==> src/soc_pkg.sv <==
// Summary of operation
// - moving reference boundary shifts: safety outputs forced OFF
// - access mode: penetration or reference distance change forces safety outputs OFF
// - sequence check on: area change outside permitted successors forces outputs OFF
// - up to 31 successors per area; an empty list flags a configuration error
// - sequence check off: any area change is accepted without fault
// - per-channel OFF 60..2010 ms and ON 270..2010 ms delays, 30 ms steps
// - area change adds at most one extra 30 ms scan cycle of delay
// - slave outputs unused: default delays 120 ms OFF, 300 ms ON
// - all slave outputs used: default delays 60 ms OFF, 300 ms ON
// - eight non-safety functions share four terminals, selected by configuration
// - first alert output OFF while an obstacle is in first warning zone
// - second alert output OFF while an obstacle is in second warning zone
// - zone A muted or overridden: suppression indicator A ON, display 37
// - zone B muted or overridden: suppression indicator B ON, display 38
// - both zones muted or overridden: display 39 instead
// - rearm request A ON when zone A can accept a reset
// - rearm request B ON when zone B can accept a reset
// - reset held beyond 30 s is taken as a hardware malfunction
package soc_pkg;
    // ****************************************
    // timing
    // ****************************************
    localparam int CLK_HZ = 20000000;
    localparam int MS_CYCLES = CLK_HZ / 1000;
    localparam int SCAN_MS = 30;
    localparam int OFF_MIN_MS = 60;
    localparam int OFF_MAX_MS = 2010;
    localparam int ON_MIN_MS = 270;
    localparam int ON_MAX_MS = 2010;
    localparam int DEF_OFF_SOLO_MS = 120;
    localparam int DEF_OFF_SLAVE_MS = 60;
    localparam int DEF_ON_MS = 300;
    localparam int RESET_MIN_MS = 500;
    localparam int RESET_MAX_MS = 30000;

    typedef logic [6:0] soc_step_t;
    localparam soc_step_t OFF_MIN_STEP = soc_step_t'(OFF_MIN_MS / SCAN_MS);
    localparam soc_step_t OFF_MAX_STEP = soc_step_t'(OFF_MAX_MS / SCAN_MS);
    localparam soc_step_t ON_MIN_STEP = soc_step_t'(ON_MIN_MS / SCAN_MS);
    localparam soc_step_t ON_MAX_STEP = soc_step_t'(ON_MAX_MS / SCAN_MS);
    localparam soc_step_t DEF_OFF_SOLO_STEP = soc_step_t'(DEF_OFF_SOLO_MS / SCAN_MS);
    localparam soc_step_t DEF_OFF_SLAVE_STEP = soc_step_t'(DEF_OFF_SLAVE_MS / SCAN_MS);
    localparam soc_step_t DEF_ON_STEP = soc_step_t'(DEF_ON_MS / SCAN_MS);
    localparam logic [14:0] RESET_MIN_CNT = 15'(RESET_MIN_MS);
    localparam logic [14:0] RESET_MAX_CNT = 15'(RESET_MAX_MS);

    // ****************************************
    // areas and display
    // ****************************************
    localparam int AREA_W = 5;
    localparam int NUM_AREAS = 32;
    localparam logic [7:0] DISP_INIT = 8'h00;
    localparam logic [7:0] DISP_MUTE_A = 8'h25;
    localparam logic [7:0] DISP_MUTE_B = 8'h26;
    localparam logic [7:0] DISP_MUTE_AB = 8'h27;

    // ****************************************
    // register map
    // ****************************************
    localparam logic [3:0] ADDR_CTRL = 4'h0;
    localparam logic [3:0] ADDR_TERM = 4'h1;
    localparam logic [3:0] ADDR_DLY0 = 4'h2;
    localparam logic [3:0] ADDR_STATUS = 4'h6;
    localparam logic [3:0] ADDR_DISP = 4'h7;
    localparam logic [3:0] ADDR_SEQ_IDX = 4'h8;
    localparam logic [3:0] ADDR_SEQ_DATA = 4'h9;
    localparam logic [31:0] CTRL_RST = 32'h0000_0000;
    localparam logic [31:0] TERM_RST = 32'h0000_0000;
    localparam logic [31:0] DLY_RST = 32'h0000_0A04;
    localparam int CTRL_REF_EN = 0;
    localparam int CTRL_ACCESS_EN = 1;
    localparam int CTRL_SEQ_EN = 2;
    localparam int CTRL_START_LOCK = 3;
    localparam int CTRL_MANUAL = 4;
    localparam int CTRL_SLAVES_USED = 5;
    localparam int CTRL_DLY_CUSTOM = 6;
    localparam int TERM_C_SEL = 0;
    localparam int TERM_D_SEL = 1;
    localparam int TERM_E_LSB = 2;
    localparam int TERM_F_LSB = 4;
    localparam int DLY_OFF_LSB = 0;
    localparam int DLY_ON_LSB = 8;
    localparam logic [1:0] MULTI_REARM = 2'h0;
    localparam logic [1:0] MULTI_MUTE = 2'h1;
    localparam logic [1:0] MULTI_AUX = 2'h2;
endpackage : soc_pkg

==> src/soc_succ_mem.sv <==
`timescale 1ns/1ps
module soc_succ_mem #(
    parameter int DEPTH = 32,
    parameter int WIDTH = 32
) (
    input wire logic clk,
    input wire logic rst_b,
    input wire logic we,
    input wire logic [$clog2(DEPTH)-1:0] waddr,
    input wire logic [WIDTH-1:0] wdata,
    input wire logic [$clog2(DEPTH)-1:0] raddr,
    output logic [WIDTH-1:0] rdata
);
    logic [WIDTH-1:0] mem [DEPTH];

    // ****************************************
    // successor table storage
    // ****************************************
    // write port, no reset on the array itself
    always_ff @(posedge clk) begin
        if (we) begin
            mem[waddr] <= wdata;
        end
    end

    // registered read, one cycle latency
    always_ff @(posedge clk or negedge rst_b) begin
        if (!rst_b) begin
            rdata <= '0;
        end else begin
            rdata <= mem[raddr];
        end
    end
endmodule : soc_succ_mem

==> src/soc_top.sv <==
`timescale 1ns/1ps
module soc_top #(
    parameter int MS_CYC = soc_pkg::MS_CYCLES
) (
    input wire logic CLK_SYS,
    input wire logic RST_B,
    input wire logic [3:0] ADDR,
    input wire logic [31:0] WDATA,
    input wire logic WR,
    input wire logic RD,
    output logic [31:0] RDATA,
    input wire logic INIT_DONE,
    input wire logic ZONE_A_OBJ,
    input wire logic ZONE_B_OBJ,
    input wire logic WARN_A_OBJ,
    input wire logic WARN_B_OBJ,
    input wire logic REF_SHIFT,
    input wire logic ACCESS_PEN,
    input wire logic [4:0] AREA_SEL,
    input wire logic MUTE_A,
    input wire logic MUTE_B,
    input wire logic AUX_A,
    input wire logic AUX_B,
    input wire logic RESET_IN,
    output logic SAFETY_SWITCH_OUTPUT,
    output logic TERM_ALERT_A,
    output logic TERM_ALERT_B,
    output logic TERM_MULTI_A,
    output logic TERM_MULTI_B,
    output logic [7:0] DISPLAY_CODE
);
    // ****************************************
    // functions
    // ****************************************
    // limit a configured step count to its legal range
    function automatic soc_pkg::soc_step_t step_clamp(input soc_pkg::soc_step_t v,
        input soc_pkg::soc_step_t lo, input soc_pkg::soc_step_t hi);
        step_clamp = (v < lo) ? lo : ((v > hi) ? hi : v);
    endfunction : step_clamp

    // select the function of a shared rearm/mute/aux terminal
    function automatic logic multi_sel(input logic [1:0] sel, input logic rearm,
        input logic mute, input logic aux);
        multi_sel = (sel == soc_pkg::MULTI_REARM) ? rearm :
                    (sel == soc_pkg::MULTI_MUTE) ? mute :
                    (sel == soc_pkg::MULTI_AUX) ? aux : 1'b0;
    endfunction : multi_sel

    // ****************************************
    // declarations
    // ****************************************
    logic [31:0] ctrl_reg;
    logic [31:0] term_reg;
    logic [31:0] dly_reg [4];
    logic [4:0] seq_idx_reg;
    logic [24:0] ms_cnt_reg;
    logic [4:0] scan_cnt_reg;
    logic [4:0] area_reg;
    logic [1:0] rd_valid_reg;
    logic skip_reg;
    logic rst_sync1_reg;
    logic rst_sync2_reg;
    logic rst_prev_reg;
    logic [14:0] hold_ms_reg;
    logic hw_fault_reg;
    logic init_prev_reg;
    logic [1:0] lock_reg;
    logic [3:0] dly_out_reg;
    logic [3:0] dly_prev_reg;
    logic [6:0] cnt_reg [4];
    logic [31:0] rdata_reg;
    logic safe_a_reg;
    logic alert_a_reg;
    logic alert_b_reg;
    logic multi_a_reg;
    logic multi_b_reg;
    logic [7:0] disp_reg;
    logic [31:0] succ_rdata;

    // ****************************************
    // configuration decode
    // ****************************************
    wire ref_en = ctrl_reg[soc_pkg::CTRL_REF_EN];
    wire access_en = ctrl_reg[soc_pkg::CTRL_ACCESS_EN];
    wire seq_en = ctrl_reg[soc_pkg::CTRL_SEQ_EN];
    wire start_lock = ctrl_reg[soc_pkg::CTRL_START_LOCK];
    wire manual = ctrl_reg[soc_pkg::CTRL_MANUAL];
    wire slaves_used = ctrl_reg[soc_pkg::CTRL_SLAVES_USED];
    wire dly_custom = ctrl_reg[soc_pkg::CTRL_DLY_CUSTOM];
    wire wr_ctrl = WR && (ADDR == soc_pkg::ADDR_CTRL);
    wire wr_term = WR && (ADDR == soc_pkg::ADDR_TERM);
    wire wr_seq_idx = WR && (ADDR == soc_pkg::ADDR_SEQ_IDX);
    wire wr_seq_data = WR && (ADDR == soc_pkg::ADDR_SEQ_DATA);

    // ****************************************
    // register writes
    // ****************************************
    // software configuration registers
    always_ff @(posedge CLK_SYS or negedge RST_B) begin
        if (!RST_B) begin
            ctrl_reg <= soc_pkg::CTRL_RST;
            term_reg <= soc_pkg::TERM_RST;
            seq_idx_reg <= '0;
        end else begin
            if (wr_ctrl) ctrl_reg <= WDATA;
            if (wr_term) term_reg <= WDATA;
            if (wr_seq_idx) seq_idx_reg <= WDATA[4:0];
        end
    end

    // successor table, one word per area, bit n allows a move to area n
    soc_succ_mem #(.DEPTH(soc_pkg::NUM_AREAS), .WIDTH(32)) u_succ (
        .clk(CLK_SYS),
        .rst_b(RST_B),
        .we(wr_seq_data),
        .waddr(seq_idx_reg),
        .wdata(WDATA),
        .raddr(area_reg),
        .rdata(succ_rdata)
    );

    // ****************************************
    // millisecond and scan-cycle dividers
    // ****************************************
    wire ms_tick = (ms_cnt_reg == 25'(MS_CYC - 1));
    wire scan_tick = ms_tick && (scan_cnt_reg == 5'(soc_pkg::SCAN_MS - 1));

    always_ff @(posedge CLK_SYS or negedge RST_B) begin
        if (!RST_B) begin
            ms_cnt_reg <= '0;
            scan_cnt_reg <= '0;
        end else begin
            ms_cnt_reg <= ms_tick ? 25'h0000000 : ms_cnt_reg + 25'h0000001;
            if (ms_tick) scan_cnt_reg <= scan_tick ? 5'h00 : scan_cnt_reg + 5'h01;
        end
    end

    // ****************************************
    // area sequence check
    // ****************************************
    // own area bit is never a legal successor
    wire [31:0] succ_mask = succ_rdata & ~(32'h0000_0001 << area_reg);
    wire succ_ok = rd_valid_reg[1];
    wire area_chg = (AREA_SEL != area_reg) && succ_ok;
    wire seq_bad = seq_en && area_chg && !succ_mask[AREA_SEL];
    wire cfg_err = seq_en && succ_ok && (succ_mask == 32'h0000_0000);

    // area is taken once the successor word of the old area is valid
    always_ff @(posedge CLK_SYS or negedge RST_B) begin
        if (!RST_B) begin
            area_reg <= '0;
            rd_valid_reg <= 2'h0;
            skip_reg <= 1'b0;
        end else begin
            if (area_chg) area_reg <= AREA_SEL;
            rd_valid_reg <= area_chg ? 2'h0 : {rd_valid_reg[0], 1'b1};
            if (area_chg) begin
                skip_reg <= 1'b1;
            end else if (scan_tick) begin
                skip_reg <= 1'b0;
            end
        end
    end

    // ****************************************
    // response delay channels
    // ****************************************
    // channel 0/1 protection zones A/B, 2/3 warning zones A/B, 1 = clear
    wire [3:0] chan_ok = {~WARN_B_OBJ, ~WARN_A_OBJ, ~ZONE_B_OBJ, ~ZONE_A_OBJ};
    wire eval_tick = scan_tick && !skip_reg;
    wire soc_pkg::soc_step_t def_off = slaves_used ? soc_pkg::DEF_OFF_SLAVE_STEP :
                                       soc_pkg::DEF_OFF_SOLO_STEP;

    genvar gi;
    generate
        for (gi = 0; gi < 4; gi++) begin : g_chan
            wire soc_pkg::soc_step_t off_steps = dly_custom ?
                step_clamp(dly_reg[gi][soc_pkg::DLY_OFF_LSB +: 7],
                    soc_pkg::OFF_MIN_STEP, soc_pkg::OFF_MAX_STEP) : def_off;
            wire soc_pkg::soc_step_t on_steps = dly_custom ?
                step_clamp(dly_reg[gi][soc_pkg::DLY_ON_LSB +: 7],
                    soc_pkg::ON_MIN_STEP, soc_pkg::ON_MAX_STEP) :
                soc_pkg::DEF_ON_STEP;
            wire soc_pkg::soc_step_t target = dly_out_reg[gi] ? off_steps : on_steps;

            // delay register for this channel
            always_ff @(posedge CLK_SYS or negedge RST_B) begin
                if (!RST_B) begin
                    dly_reg[gi] <= soc_pkg::DLY_RST;
                end else if (WR && (ADDR == soc_pkg::ADDR_DLY0 + 4'(gi))) begin
                    dly_reg[gi] <= WDATA;
                end
            end

            // output follows only after the condition held for target scans
            always_ff @(posedge CLK_SYS or negedge RST_B) begin
                if (!RST_B) begin
                    cnt_reg[gi] <= '0;
                    dly_out_reg[gi] <= 1'b0;
                end else if (chan_ok[gi] == dly_out_reg[gi]) begin
                    cnt_reg[gi] <= '0;
                end else if (eval_tick) begin
                    if (cnt_reg[gi] + 7'h01 >= target) begin
                        dly_out_reg[gi] <= chan_ok[gi];
                        cnt_reg[gi] <= '0;
                    end else begin
                        cnt_reg[gi] <= cnt_reg[gi] + 7'h01;
                    end
                end
            end
        end
    endgenerate

    // ****************************************
    // reset input qualification
    // ****************************************
    wire rst_fall = rst_prev_reg && !rst_sync2_reg;
    wire rearm_ok = rst_fall && (hold_ms_reg > soc_pkg::RESET_MIN_CNT) &&
                    (hold_ms_reg <= soc_pkg::RESET_MAX_CNT);

    // two-stage synchroniser and hold-time measurement in ms
    always_ff @(posedge CLK_SYS or negedge RST_B) begin
        if (!RST_B) begin
            rst_sync1_reg <= 1'b0;
            rst_sync2_reg <= 1'b0;
            rst_prev_reg <= 1'b0;
            hold_ms_reg <= '0;
            hw_fault_reg <= 1'b0;
        end else begin
            rst_sync1_reg <= RESET_IN;
            rst_sync2_reg <= rst_sync1_reg;
            rst_prev_reg <= rst_sync2_reg;
            if (!rst_sync2_reg) begin
                hold_ms_reg <= '0;
            end else if (ms_tick && (hold_ms_reg <= soc_pkg::RESET_MAX_CNT)) begin
                hold_ms_reg <= hold_ms_reg + 15'h0001;
            end
            if (hold_ms_reg > soc_pkg::RESET_MAX_CNT) hw_fault_reg <= 1'b1;
        end
    end

    // ****************************************
    // interlock and fault latch
    // ****************************************
    wire ref_evt = (ref_en && REF_SHIFT) ||
                   (access_en && (ACCESS_PEN || REF_SHIFT));
    wire fault_evt = ref_evt || seq_bad || cfg_err;
    wire init_rise = INIT_DONE && !init_prev_reg;
    wire [1:0] drop = dly_prev_reg[1:0] & ~dly_out_reg[1:0];
    wire [1:0] ready = lock_reg & chan_ok[1:0] &
                       {2{!fault_evt && !hw_fault_reg && INIT_DONE}};

    // set wins over the clear from a valid reset
    always_ff @(posedge CLK_SYS or negedge RST_B) begin
        if (!RST_B) begin
            lock_reg <= 2'h0;
            init_prev_reg <= 1'b0;
            dly_prev_reg <= 4'h0;
        end else begin
            init_prev_reg <= INIT_DONE;
            dly_prev_reg <= dly_out_reg;
            for (int z = 0; z < 2; z++) begin
                if (fault_evt || (init_rise && start_lock) || (manual && drop[z])) begin
                    lock_reg[z] <= 1'b1;
                end else if (rearm_ok && ready[z]) begin
                    lock_reg[z] <= 1'b0;
                end
            end
        end
    end

    // ****************************************
    // output composition
    // ****************************************
    wire [1:0] safe_on = dly_out_reg[1:0] & ~lock_reg &
                         {2{!fault_evt && !hw_fault_reg && INIT_DONE}};
    wire alert_a = dly_out_reg[2] && INIT_DONE;
    wire alert_b = dly_out_reg[3] && INIT_DONE;
    wire [1:0] rearm_req = ready;
    wire [7:0] disp_next = !INIT_DONE ? soc_pkg::DISP_INIT :
                           (MUTE_A && MUTE_B) ? soc_pkg::DISP_MUTE_AB :
                           MUTE_A ? soc_pkg::DISP_MUTE_A :
                           MUTE_B ? soc_pkg::DISP_MUTE_B :
                           8'(area_reg) + 8'h01;

    // shared terminals take the function picked in the terminal register
    always_ff @(posedge CLK_SYS or negedge RST_B) begin
        if (!RST_B) begin
            safe_a_reg <= 1'b0;
            alert_a_reg <= 1'b0;
            alert_b_reg <= 1'b0;
            multi_a_reg <= 1'b0;
            multi_b_reg <= 1'b0;
            disp_reg <= soc_pkg::DISP_INIT;
        end else begin
            safe_a_reg <= safe_on[0];
            alert_a_reg <= term_reg[soc_pkg::TERM_C_SEL] ? safe_on[1] : alert_a;
            alert_b_reg <= term_reg[soc_pkg::TERM_D_SEL] ? safe_on[1] : alert_b;
            multi_a_reg <= multi_sel(term_reg[soc_pkg::TERM_E_LSB +: 2],
                rearm_req[0], MUTE_A, AUX_A);
            multi_b_reg <= multi_sel(term_reg[soc_pkg::TERM_F_LSB +: 2],
                rearm_req[1], MUTE_B, AUX_B);
            disp_reg <= disp_next;
        end
    end

    assign SAFETY_SWITCH_OUTPUT = safe_a_reg;
    assign TERM_ALERT_A = alert_a_reg;
    assign TERM_ALERT_B = alert_b_reg;
    assign TERM_MULTI_A = multi_a_reg;
    assign TERM_MULTI_B = multi_b_reg;
    assign DISPLAY_CODE = disp_reg;

    // ****************************************
    // register read
    // ****************************************
    wire [31:0] status = {16'h0000, 2'h0, hw_fault_reg, cfg_err, lock_reg, rearm_req,
                          2'h0, safe_on, dly_out_reg};
    wire [31:0] rd_mux = (ADDR == soc_pkg::ADDR_CTRL) ? ctrl_reg :
                         (ADDR == soc_pkg::ADDR_TERM) ? term_reg :
                         (ADDR >= soc_pkg::ADDR_DLY0 && ADDR < soc_pkg::ADDR_STATUS) ?
                             dly_reg[2'(ADDR - soc_pkg::ADDR_DLY0)] :
                         (ADDR == soc_pkg::ADDR_STATUS) ? status :
                         (ADDR == soc_pkg::ADDR_DISP) ? {24'h000000, disp_reg} :
                         (ADDR == soc_pkg::ADDR_SEQ_IDX) ? {27'h0000000, seq_idx_reg} :
                         32'h0000_0000;

    // read data valid only in the cycle after the strobe
    always_ff @(posedge CLK_SYS or negedge RST_B) begin
        if (!RST_B) begin
            rdata_reg <= '0;
        end else begin
            rdata_reg <= RD ? rd_mux : 32'h0000_0000;
        end
    end

    assign RDATA = rdata_reg;
endmodule : soc_top

==> config.mk <==
export PLATFORM = sky130hd
export DESIGN_NAME = soc_top
export DESIGN_NICKNAME = d
export VERILOG_FILES = /design/src/soc_pkg.sv /design/src/soc_succ_mem.sv /design/src/soc_top.sv
export SDC_FILE = /design/constraint.sdc
export NUM_CORES = 2
export LEC_CHECK = 0
export ABC_AREA = 0
export BUFFER_PORTS_ARGS = -buffer_cell sky130_fd_sc_hd__clkbuf_2
export CAP_MARGIN = 20
export CORE_UTILIZATION = 37
export CTS_CLUSTER_DIAMETER = 150
export DETAILED_ROUTE_END_ITERATION = 8
export PLACE_DENSITY = 0.65
export SLEW_MARGIN = 40
export SYNTH_ARGS = -nofsm -noshare
export SYNTH_HDL_FRONTEND = slang
export SYNTH_SLANG_ARGS = --single-unit
==> constraint.sdc <==
create_clock -name CLK_SYS -period 3.3 [get_ports CLK_SYS]
set_clock_uncertainty 0.2 [all_clocks]
set_input_delay 0.66 -clock CLK_SYS [delete_from_list [all_inputs] [get_ports CLK_SYS]]
set_output_delay 0.66 -clock CLK_SYS [all_outputs]
set_load 0.01 [all_outputs]
# Yosys cells after proc, flatten, opt, wreduce, memory -nomap -nowiden
# Memories as Yosys holds them, arrays and structs flattened. A register that Yosys moved wholly into a read port is not among the register bits.
# Cells that the tools add are included.
# Widths: inputs -> output; s select.
[word_totals]
reg_bits = 334
latch_bits = 0
mem_bits_rw = 1024
romBits = 0
inputBits = 57
output_inout_bits = 45
wordCells = 253
mem_count = 1
[op_classes]
n_addsub = 9
multipliers = 0
div_mod_pow = 0
order_cmp = 27
eq_ne = 21
shift = 1
muxes = 78
bitwise = 18
n_reduce_logical = 62
[mem_list]
columns = ["memory", "words", "word_bits", "rd", "rd_ports_with_merged_regs", "wr", "line", "source"]
rows = [
  ["u_succ.mem", 32, 32, 1, 1, 1, "soc_succ_mem.sv:14", "logic [WIDTH-1:0] mem [DEPTH];"],
]
[ops]
columns = ["op", "n"]
rows = [
  ["$mux 7", 40],
  ["$mux 32", 6],
  ["$bmux 32 s2", 1],
  ["$gt 7x7->1 const B", 8],
  ["$logic_and 1x1->1", 33],
  ["$and 32x32->32", 1],
  ["$logic_not 32->1", 1],
  ["$not 32->32", 1],
  ["$shl 1x5->32 const A", 1],
  ["$mux 15", 2],
  ["$mux 6", 5],
  ["$add 7x1->7 const B", 4],
  ["$ge 7x7->1", 4],
  ["$lt 7x2->1 const B", 4],
  ["$lt 7x4->1 const B", 4],
  ["$add 25x1->25 const B", 1],
  ["$eq 25x15->1 const B", 1],
  ["$mux 25", 1],
  ["$mux 1", 17],
  ["$eq 4x3->1 const B", 4],
  ["$add 15x1->15 const B", 1],
  ["$gt 15x15->1 const B", 1],
  ["$gt 15x9->1 const B", 1],
  ["$le 15x15->1 const B", 1],
  ["31 further kinds", 73],
]

# Logic depth before layout (Yosys ltp)
[depth]
word_depth = 18
mapped_depth = 13
ltp_nobuf = 13

# Modules after synthesis
# A second synthesis with hierarchy kept.
[hier_totals]
hier_cells = 3801
area_unflattened_um2 = 58064.4
[by_module_without_submodules]
columns = ["mod", "n_inst", "cells_per_inst", "area_per_inst_um2", "seq_area_each_um2"]
rows = [
  ["soc_succ_mem", 1, 2260, 40651.5, 31550.3],
  ["soc_top", 1, 1541, 17413.0, 8373.0],
]

# Least setup slack after synthesis
# No wires, ideal clock.
[synth_path]
path_kind = "input-to-reg"
start = "input port ADDR[0]"
end = "memory u_succ.mem[26][0] (enable)"
setup_time_ps = 421
arrival_time_ps = 2932
required_ps = 2679
slack_ps = -254
cell_stages = 5
path_buffers = 1
path_cell_list = "clkbuf_1 and3b_1 and3_1 nand3_1 nor2_1"
[synth_between]
elab_chain_cells = 4
[synth_lines]
columns = ["item", "line", "source"]
rows = [
  ["start: declaration", "soc_top.sv:7", "input wire logic [3:0] ADDR,"],
  ["$eq 4x4->1", "soc_top.sv:93", "wire wr_seq_data = WR && (ADDR == soc_pkg::ADDR_SEQ_DATA);"],
  ["$logic_and 1x1->1", "soc_top.sv:93", ""],
  ["$mux 1", "soc_succ_mem.sv:21", "if (we) begin"],
  ["$mux 1 (not written as such)", "soc_succ_mem.sv:22", "mem[waddr] <= wdata;"],
  ["end: declaration", "soc_succ_mem.sv:14", ""],
]
# No other way between the ends.

# Worst setup path after layout
[layout_path]
start = "register dly_reg[77] (netlist bit)"
end = "register cnt_reg[16] (netlist bit)"
[layout_between]
elab_chain_cells = 9
word_cells_on_any_way = 10
classes_between = "order compare (3); mux (7)"
[layout_lines]
columns = ["item", "line", "source"]
rows = [
  ["start: declaration", "soc_top.sv:54", "logic [31:0] dly_reg [4];"],
  ["start signal: indexed assignment", "soc_top.sv:189", "dly_reg[gi] <= soc_pkg::DLY_RST;"],
  ["$gt 7x7->1", "soc_top.sv:38", "step_clamp = (v < lo) ? lo : ((v > hi) ? hi : v);"],
  ["$mux 7", "soc_top.sv:38", ""],
  ["$mux 7 *", "soc_top.sv:38", ""],
  ["$mux 7 *", "soc_top.sv:180", "wire soc_pkg::soc_step_t on_steps = dly_custom ?"],
  ["$mux 7 *", "soc_top.sv:184", "wire soc_pkg::soc_step_t target = dly_out_reg[gi] ? off_steps : on_steps;"],
  ["$ge 7x7->1 *", "soc_top.sv:203", "if (cnt_reg[gi] + 7'h01 >= target) begin"],
  ["$mux 7 *", "soc_top.sv:203", ""],
  ["$mux 7 *", "soc_top.sv:202", "end else if (eval_tick) begin"],
  ["$mux 7 *", "soc_top.sv:200", "end else if (chan_ok[gi] == dly_out_reg[gi]) begin"],
  ["end signal: indexed assignment", "soc_top.sv:207", "cnt_reg[gi] <= cnt_reg[gi] + 7'h01;"],
  ["end: declaration", "soc_top.sv:70", "logic [6:0] cnt_reg [4];"],
]
# Mark *: on every way between the ends. The rest lies on a longest branch, timed or not. The select of a mux whose other input is x is not followed.
# A chain may end at the register's enable or synchronous reset.

==> impl_results.md <==
* Status: complete, no violations
* Placed Cells at 5175
* Core Box Area at between 150000 and 200000 um2
* Minimum clock period at about 3.3 ns
* Worst path bufs/invs at 0
* Layout Area Growth over Synthesis at 17.6%
* I/O pin total at a little over 100
* Synth Warn # at 0
* CTS max path bufs at 3
* Die X at between 300 and 400 um
* Most common cell on crit path: a21o_1
* Setup Crit Path Kind: reg2reg
* Share of layout cells above drive strength 1 at between 30% and 40%
* Placer congestion estimate at about 0.92
* Final Cycle Share at 98.6%
* Max Fclk at ~0.3 GHz
* CTS tree: done
* Crit-path cells: or4_4, a21oi_2, nand2_1, o211a_1, ha_1, nand2b_4, a21o_1, a21o_1, a211o_1, a211o_2, nor2_2, o21a_1
* Crit end category: flip-flop
* Least-Margin Pin Slew at just under 0.9 ns
* Worst-skew pair later-pin latency at approximately 0.75 ns
* Slowest Stage Delay on Critical Path at ~0.53 ns
* RSZ-0062 raised after global routing: true
* Die area at between 150000 and 200000 um2
* Register area share after synthesis at 70.1%
* Drt drc at 0
* Routed wire length per instance at between 20 and 30 um
* Number of port buffers at 99
* Max cap viols at 0
* Worst hold slack at about 0.12 ns
* Netlist cell types at 84
* Row count at between 100 and 150
* # clock sinks at between 1000 and 1500
* Die extent in y at roughly 400 um
* WP data required at between 3 and 4 ns
* Fin nets at between 3000 and 4000
* Hold Crit Class: in2reg
* Worst path top cell family by delay: compound AO/OA/AOI/OAI gates
* P_leak at 0.0232 uW
* Initial Util at a little under two fifths
* DP Wirelength at roughly 85000 um
* CP Launch Type: flip-flop
* Post-route cell area at around 67000 um2
* Worst VDD drop at slightly below 0.7 mV
* Post-DRT Antenna Nets at 0
* Layout Utilization at between 40% and 50%
* Clock-pin slew on the worst setup and hold paths at ~0.06 ns
* EDFF count, synth at 1024
* First-pass GRT wire length at approximately 210000 um
* Most common flop cell mapped by yosys: edfxtp_1
* Routed Wire Length at between 100000 and 150000 um
* Largest net degree at the start of global routing at around 110
* Synth area leader: edfxtp_1
* Vias at 30485
* PwrDens at about 740 nW/um2
* Clk root buf: clkbuf_16
* Placed instance area at 61600 um2
* Final hold vios at 0
* FF+latch count, synth at around 1400
* Total global-route track usage at a little under a fifth
* Number of global-route vias before repair at 30519
* Global route overflow at 0
* Worst EP arrival at between 3 and 4 ns
* Max_slew headroom at around two fifths
* Endpoints failing setup at 0
* Syn_area_per_cell at ~19 um2
* Vias per cell at ~5.6
* Crit-path max FO at 3
* Synth async-reset ratio at between 20% and 30%
* Slew Limit Fails at 0
* Layout Cells excl Fill at 5470
* Antenna violations before repair at 8
* CTS Buf Count at roughly 150
* CTS H-tree depth at 4
* First-pass DRT Iterations at 6
* Main area contributors after synthesis: edfxtp_1, dfrtp_1, mux4_2, mux2_2, ha_1
* Crit-path slowest cell: or4_4
* DR iter-0 viols at a little over 3000
* Mapped Cells at between 3000 and 4000
* Post-Synthesis Cell Area at around 57000 um2
* Max reg flops at slightly above 1000
* Area share of the largest cell type after synthesis at 54.0%
==> final timing paths <==
check / startpoint / to / slack, ns / depth (start not counted)
setup / recovery: dly_reg[77]$_DFFE_PN0P_ / cnt_reg[16]$_DFFE_PN0P_ / 0.05 / 12
hold / removal: AUX_B / TERM_MULTI_B$_DFF_PN0_ / 0.12 / 4
setup reg to reg: dly_reg[77]$_DFFE_PN0P_ / cnt_reg[16]$_DFFE_PN0P_ / 0.05 / 12
hold reg to reg: rst_sync1_reg$_DFF_PN0_ / rst_sync2_reg$_DFF_PN0_ / 0.18 / 0
max in group asynchronous: RST_B / dly_reg[98]$_DFFE_PN1P_ / 1.76 / 3
min in group asynchronous: RST_B / dly_reg[29]$_DFFE_PN0P_ / 0.28 / 2
==> worst min-delay path, delay by kind of cell <==
| family | cells | cell delay (ns) |
|---|---|---|
| buf+inv | 1 | 0.08 |
| compound gates | 2 | 0.12 |
| simple gates | 1 | 0.18 |
==> metal layers <==
metal	global-route usage, %	wire, um	vias up
li1	-	-	12865
met1	26.2	62300	16227
met2	28.3	66800	1157
met3	3.73	10300	228
met4	4.67	3140	8
met5	0	43	-
==> Yosys cell counts, types with 6 or more instances <==
library cell,n
nand2b_1,14
nand2_1,115
mux2_2,235
edfxtp_1,1024
o21a_1,8
o21ai_0,67
o41ai_1,6
inv_1,28
mux4_2,352
clkbuf_1,113
a31oi_1,13
xor2_1,27
mux2i_1,14
o31ai_1,10
nor2b_1,41
buf_1,43
a21o_1,14
xnor2_1,35
a222oi_1,23
nand3b_1,8
a221oi_1,11
nand3_1,63
a22o_1,22
o22ai_1,12
nor2_1,115
nor3b_1,17
nand4b_1,9
nand4_1,14
and2_1,11
nor3_1,11
dfstp_2,12
a211o_1,8
a21oi_1,33
nor4_1,6
and3_1,9
or4_1,6
ha_1,43
dfrtp_1,354
or3_1,6
==> per-stage QoR <==
stage / power (uW) / setup TNS, ns / setup slack (ns)
2_1_floorplan: 28700 / -192.08 / -0.254
3_3_place_gp: 32200 / 0 / 0.0126
3_5_place_dp: 32300 / 0 / 0.0428
4_1_cts: 49500 / 0 / 0.0179
5_1_grt: 51100 / -0.351 / -0.0673
6_report: 49300 / 0 / 0.0459
==> placed cells by master (no fill, tap or decap), types with 10 or more instances in the layout <==
cell | Yosys | routed
edfxtp_1 | 1024 | 1024
mux4_2 | 352 | 352
dfrtp_1 | 354 | 348
mux2_2 | 235 | 235
clkbuf_16 | 0 | 149
nand2_1 | 115 | 114
buf_4 | 2 | 110
clkbuf_2 | 0 | 80
nor2_1 | 115 | 78
o21ai_0 | 67 | 63
nand3_1 | 63 | 62
buf_12 | 0 | 52
ha_1 | 43 | 43
nor2b_1 | 41 | 41
xnor2_1 | 35 | 34
nor2_4 | 0 | 34
a21oi_1 | 33 | 30
inv_1 | 28 | 28
xor2_1 | 27 | 27
clkbuf_1 | 113 | 27
a222oi_1 | 23 | 23
clkbuf_8 | 0 | 23
a22o_1 | 22 | 22
clkinv_2 | 0 | 22
bufinv_16 | 0 | 18
clkinv_1 | 1 | 17
nor3b_1 | 17 | 16
a21o_1 | 14 | 14
nand4_1 | 14 | 14
mux2i_1 | 14 | 14
a31oi_1 | 13 | 13
nand2b_1 | 14 | 12
dfstp_2 | 12 | 12
buf_2 | 1 | 12
a221oi_1 | 11 | 11
o22ai_1 | 12 | 11
o31ai_1 | 10 | 10
nor3_1 | 11 | 10
and2_1 | 11 | 10
dlygate4sd3_1 | 0 | 10
==> kinds of logic after synthesis <==
logic type | Yosys count | share of synthesized area, %
AO/OA/AOI/OAI | 286 | 3.71
multiplexers | 601 | 18.8
AND/OR/NAND/NOR | 470 | 4.23
adder cells (fa/ha/maj) | 43 | 0.944
XOR/XNOR | 62 | 0.953
buffers and inverters | 189 | 1.27
flip-flops | 1390 | 70.1
other | 1 | 0.00658
==> where the power goes <==
part / internal (uW) / switching [uW] / total (uW)
combinational: 5920 / 5330 / 11200
clock: 10300 / 6920 / 17200
sequential: 19800 / 1060 / 20800
total: 36000 / 13300 / 49300
==> final cells by class <==
class	instances	area, um2
Sequential cell	1390	39900
Clock buffer	198	4120
Timing Repair Buffer	276	2570
Antenna cell	7	17.5
Tap cell	2030	2540
Clock inverter	76	1010
Inverter	29	109
Multi-Input combinational cell	1464	16700
Fill cell	13059	85400
==> what timing repair did <==
action,CTS,global route
hold endpoints to repair,76,0
hold buffers,10,0
setup endpoints to repair,0,38
resized for setup,0,26
setup buffers,0,3
No activity file was read; power rests on OpenSTA's default activity.
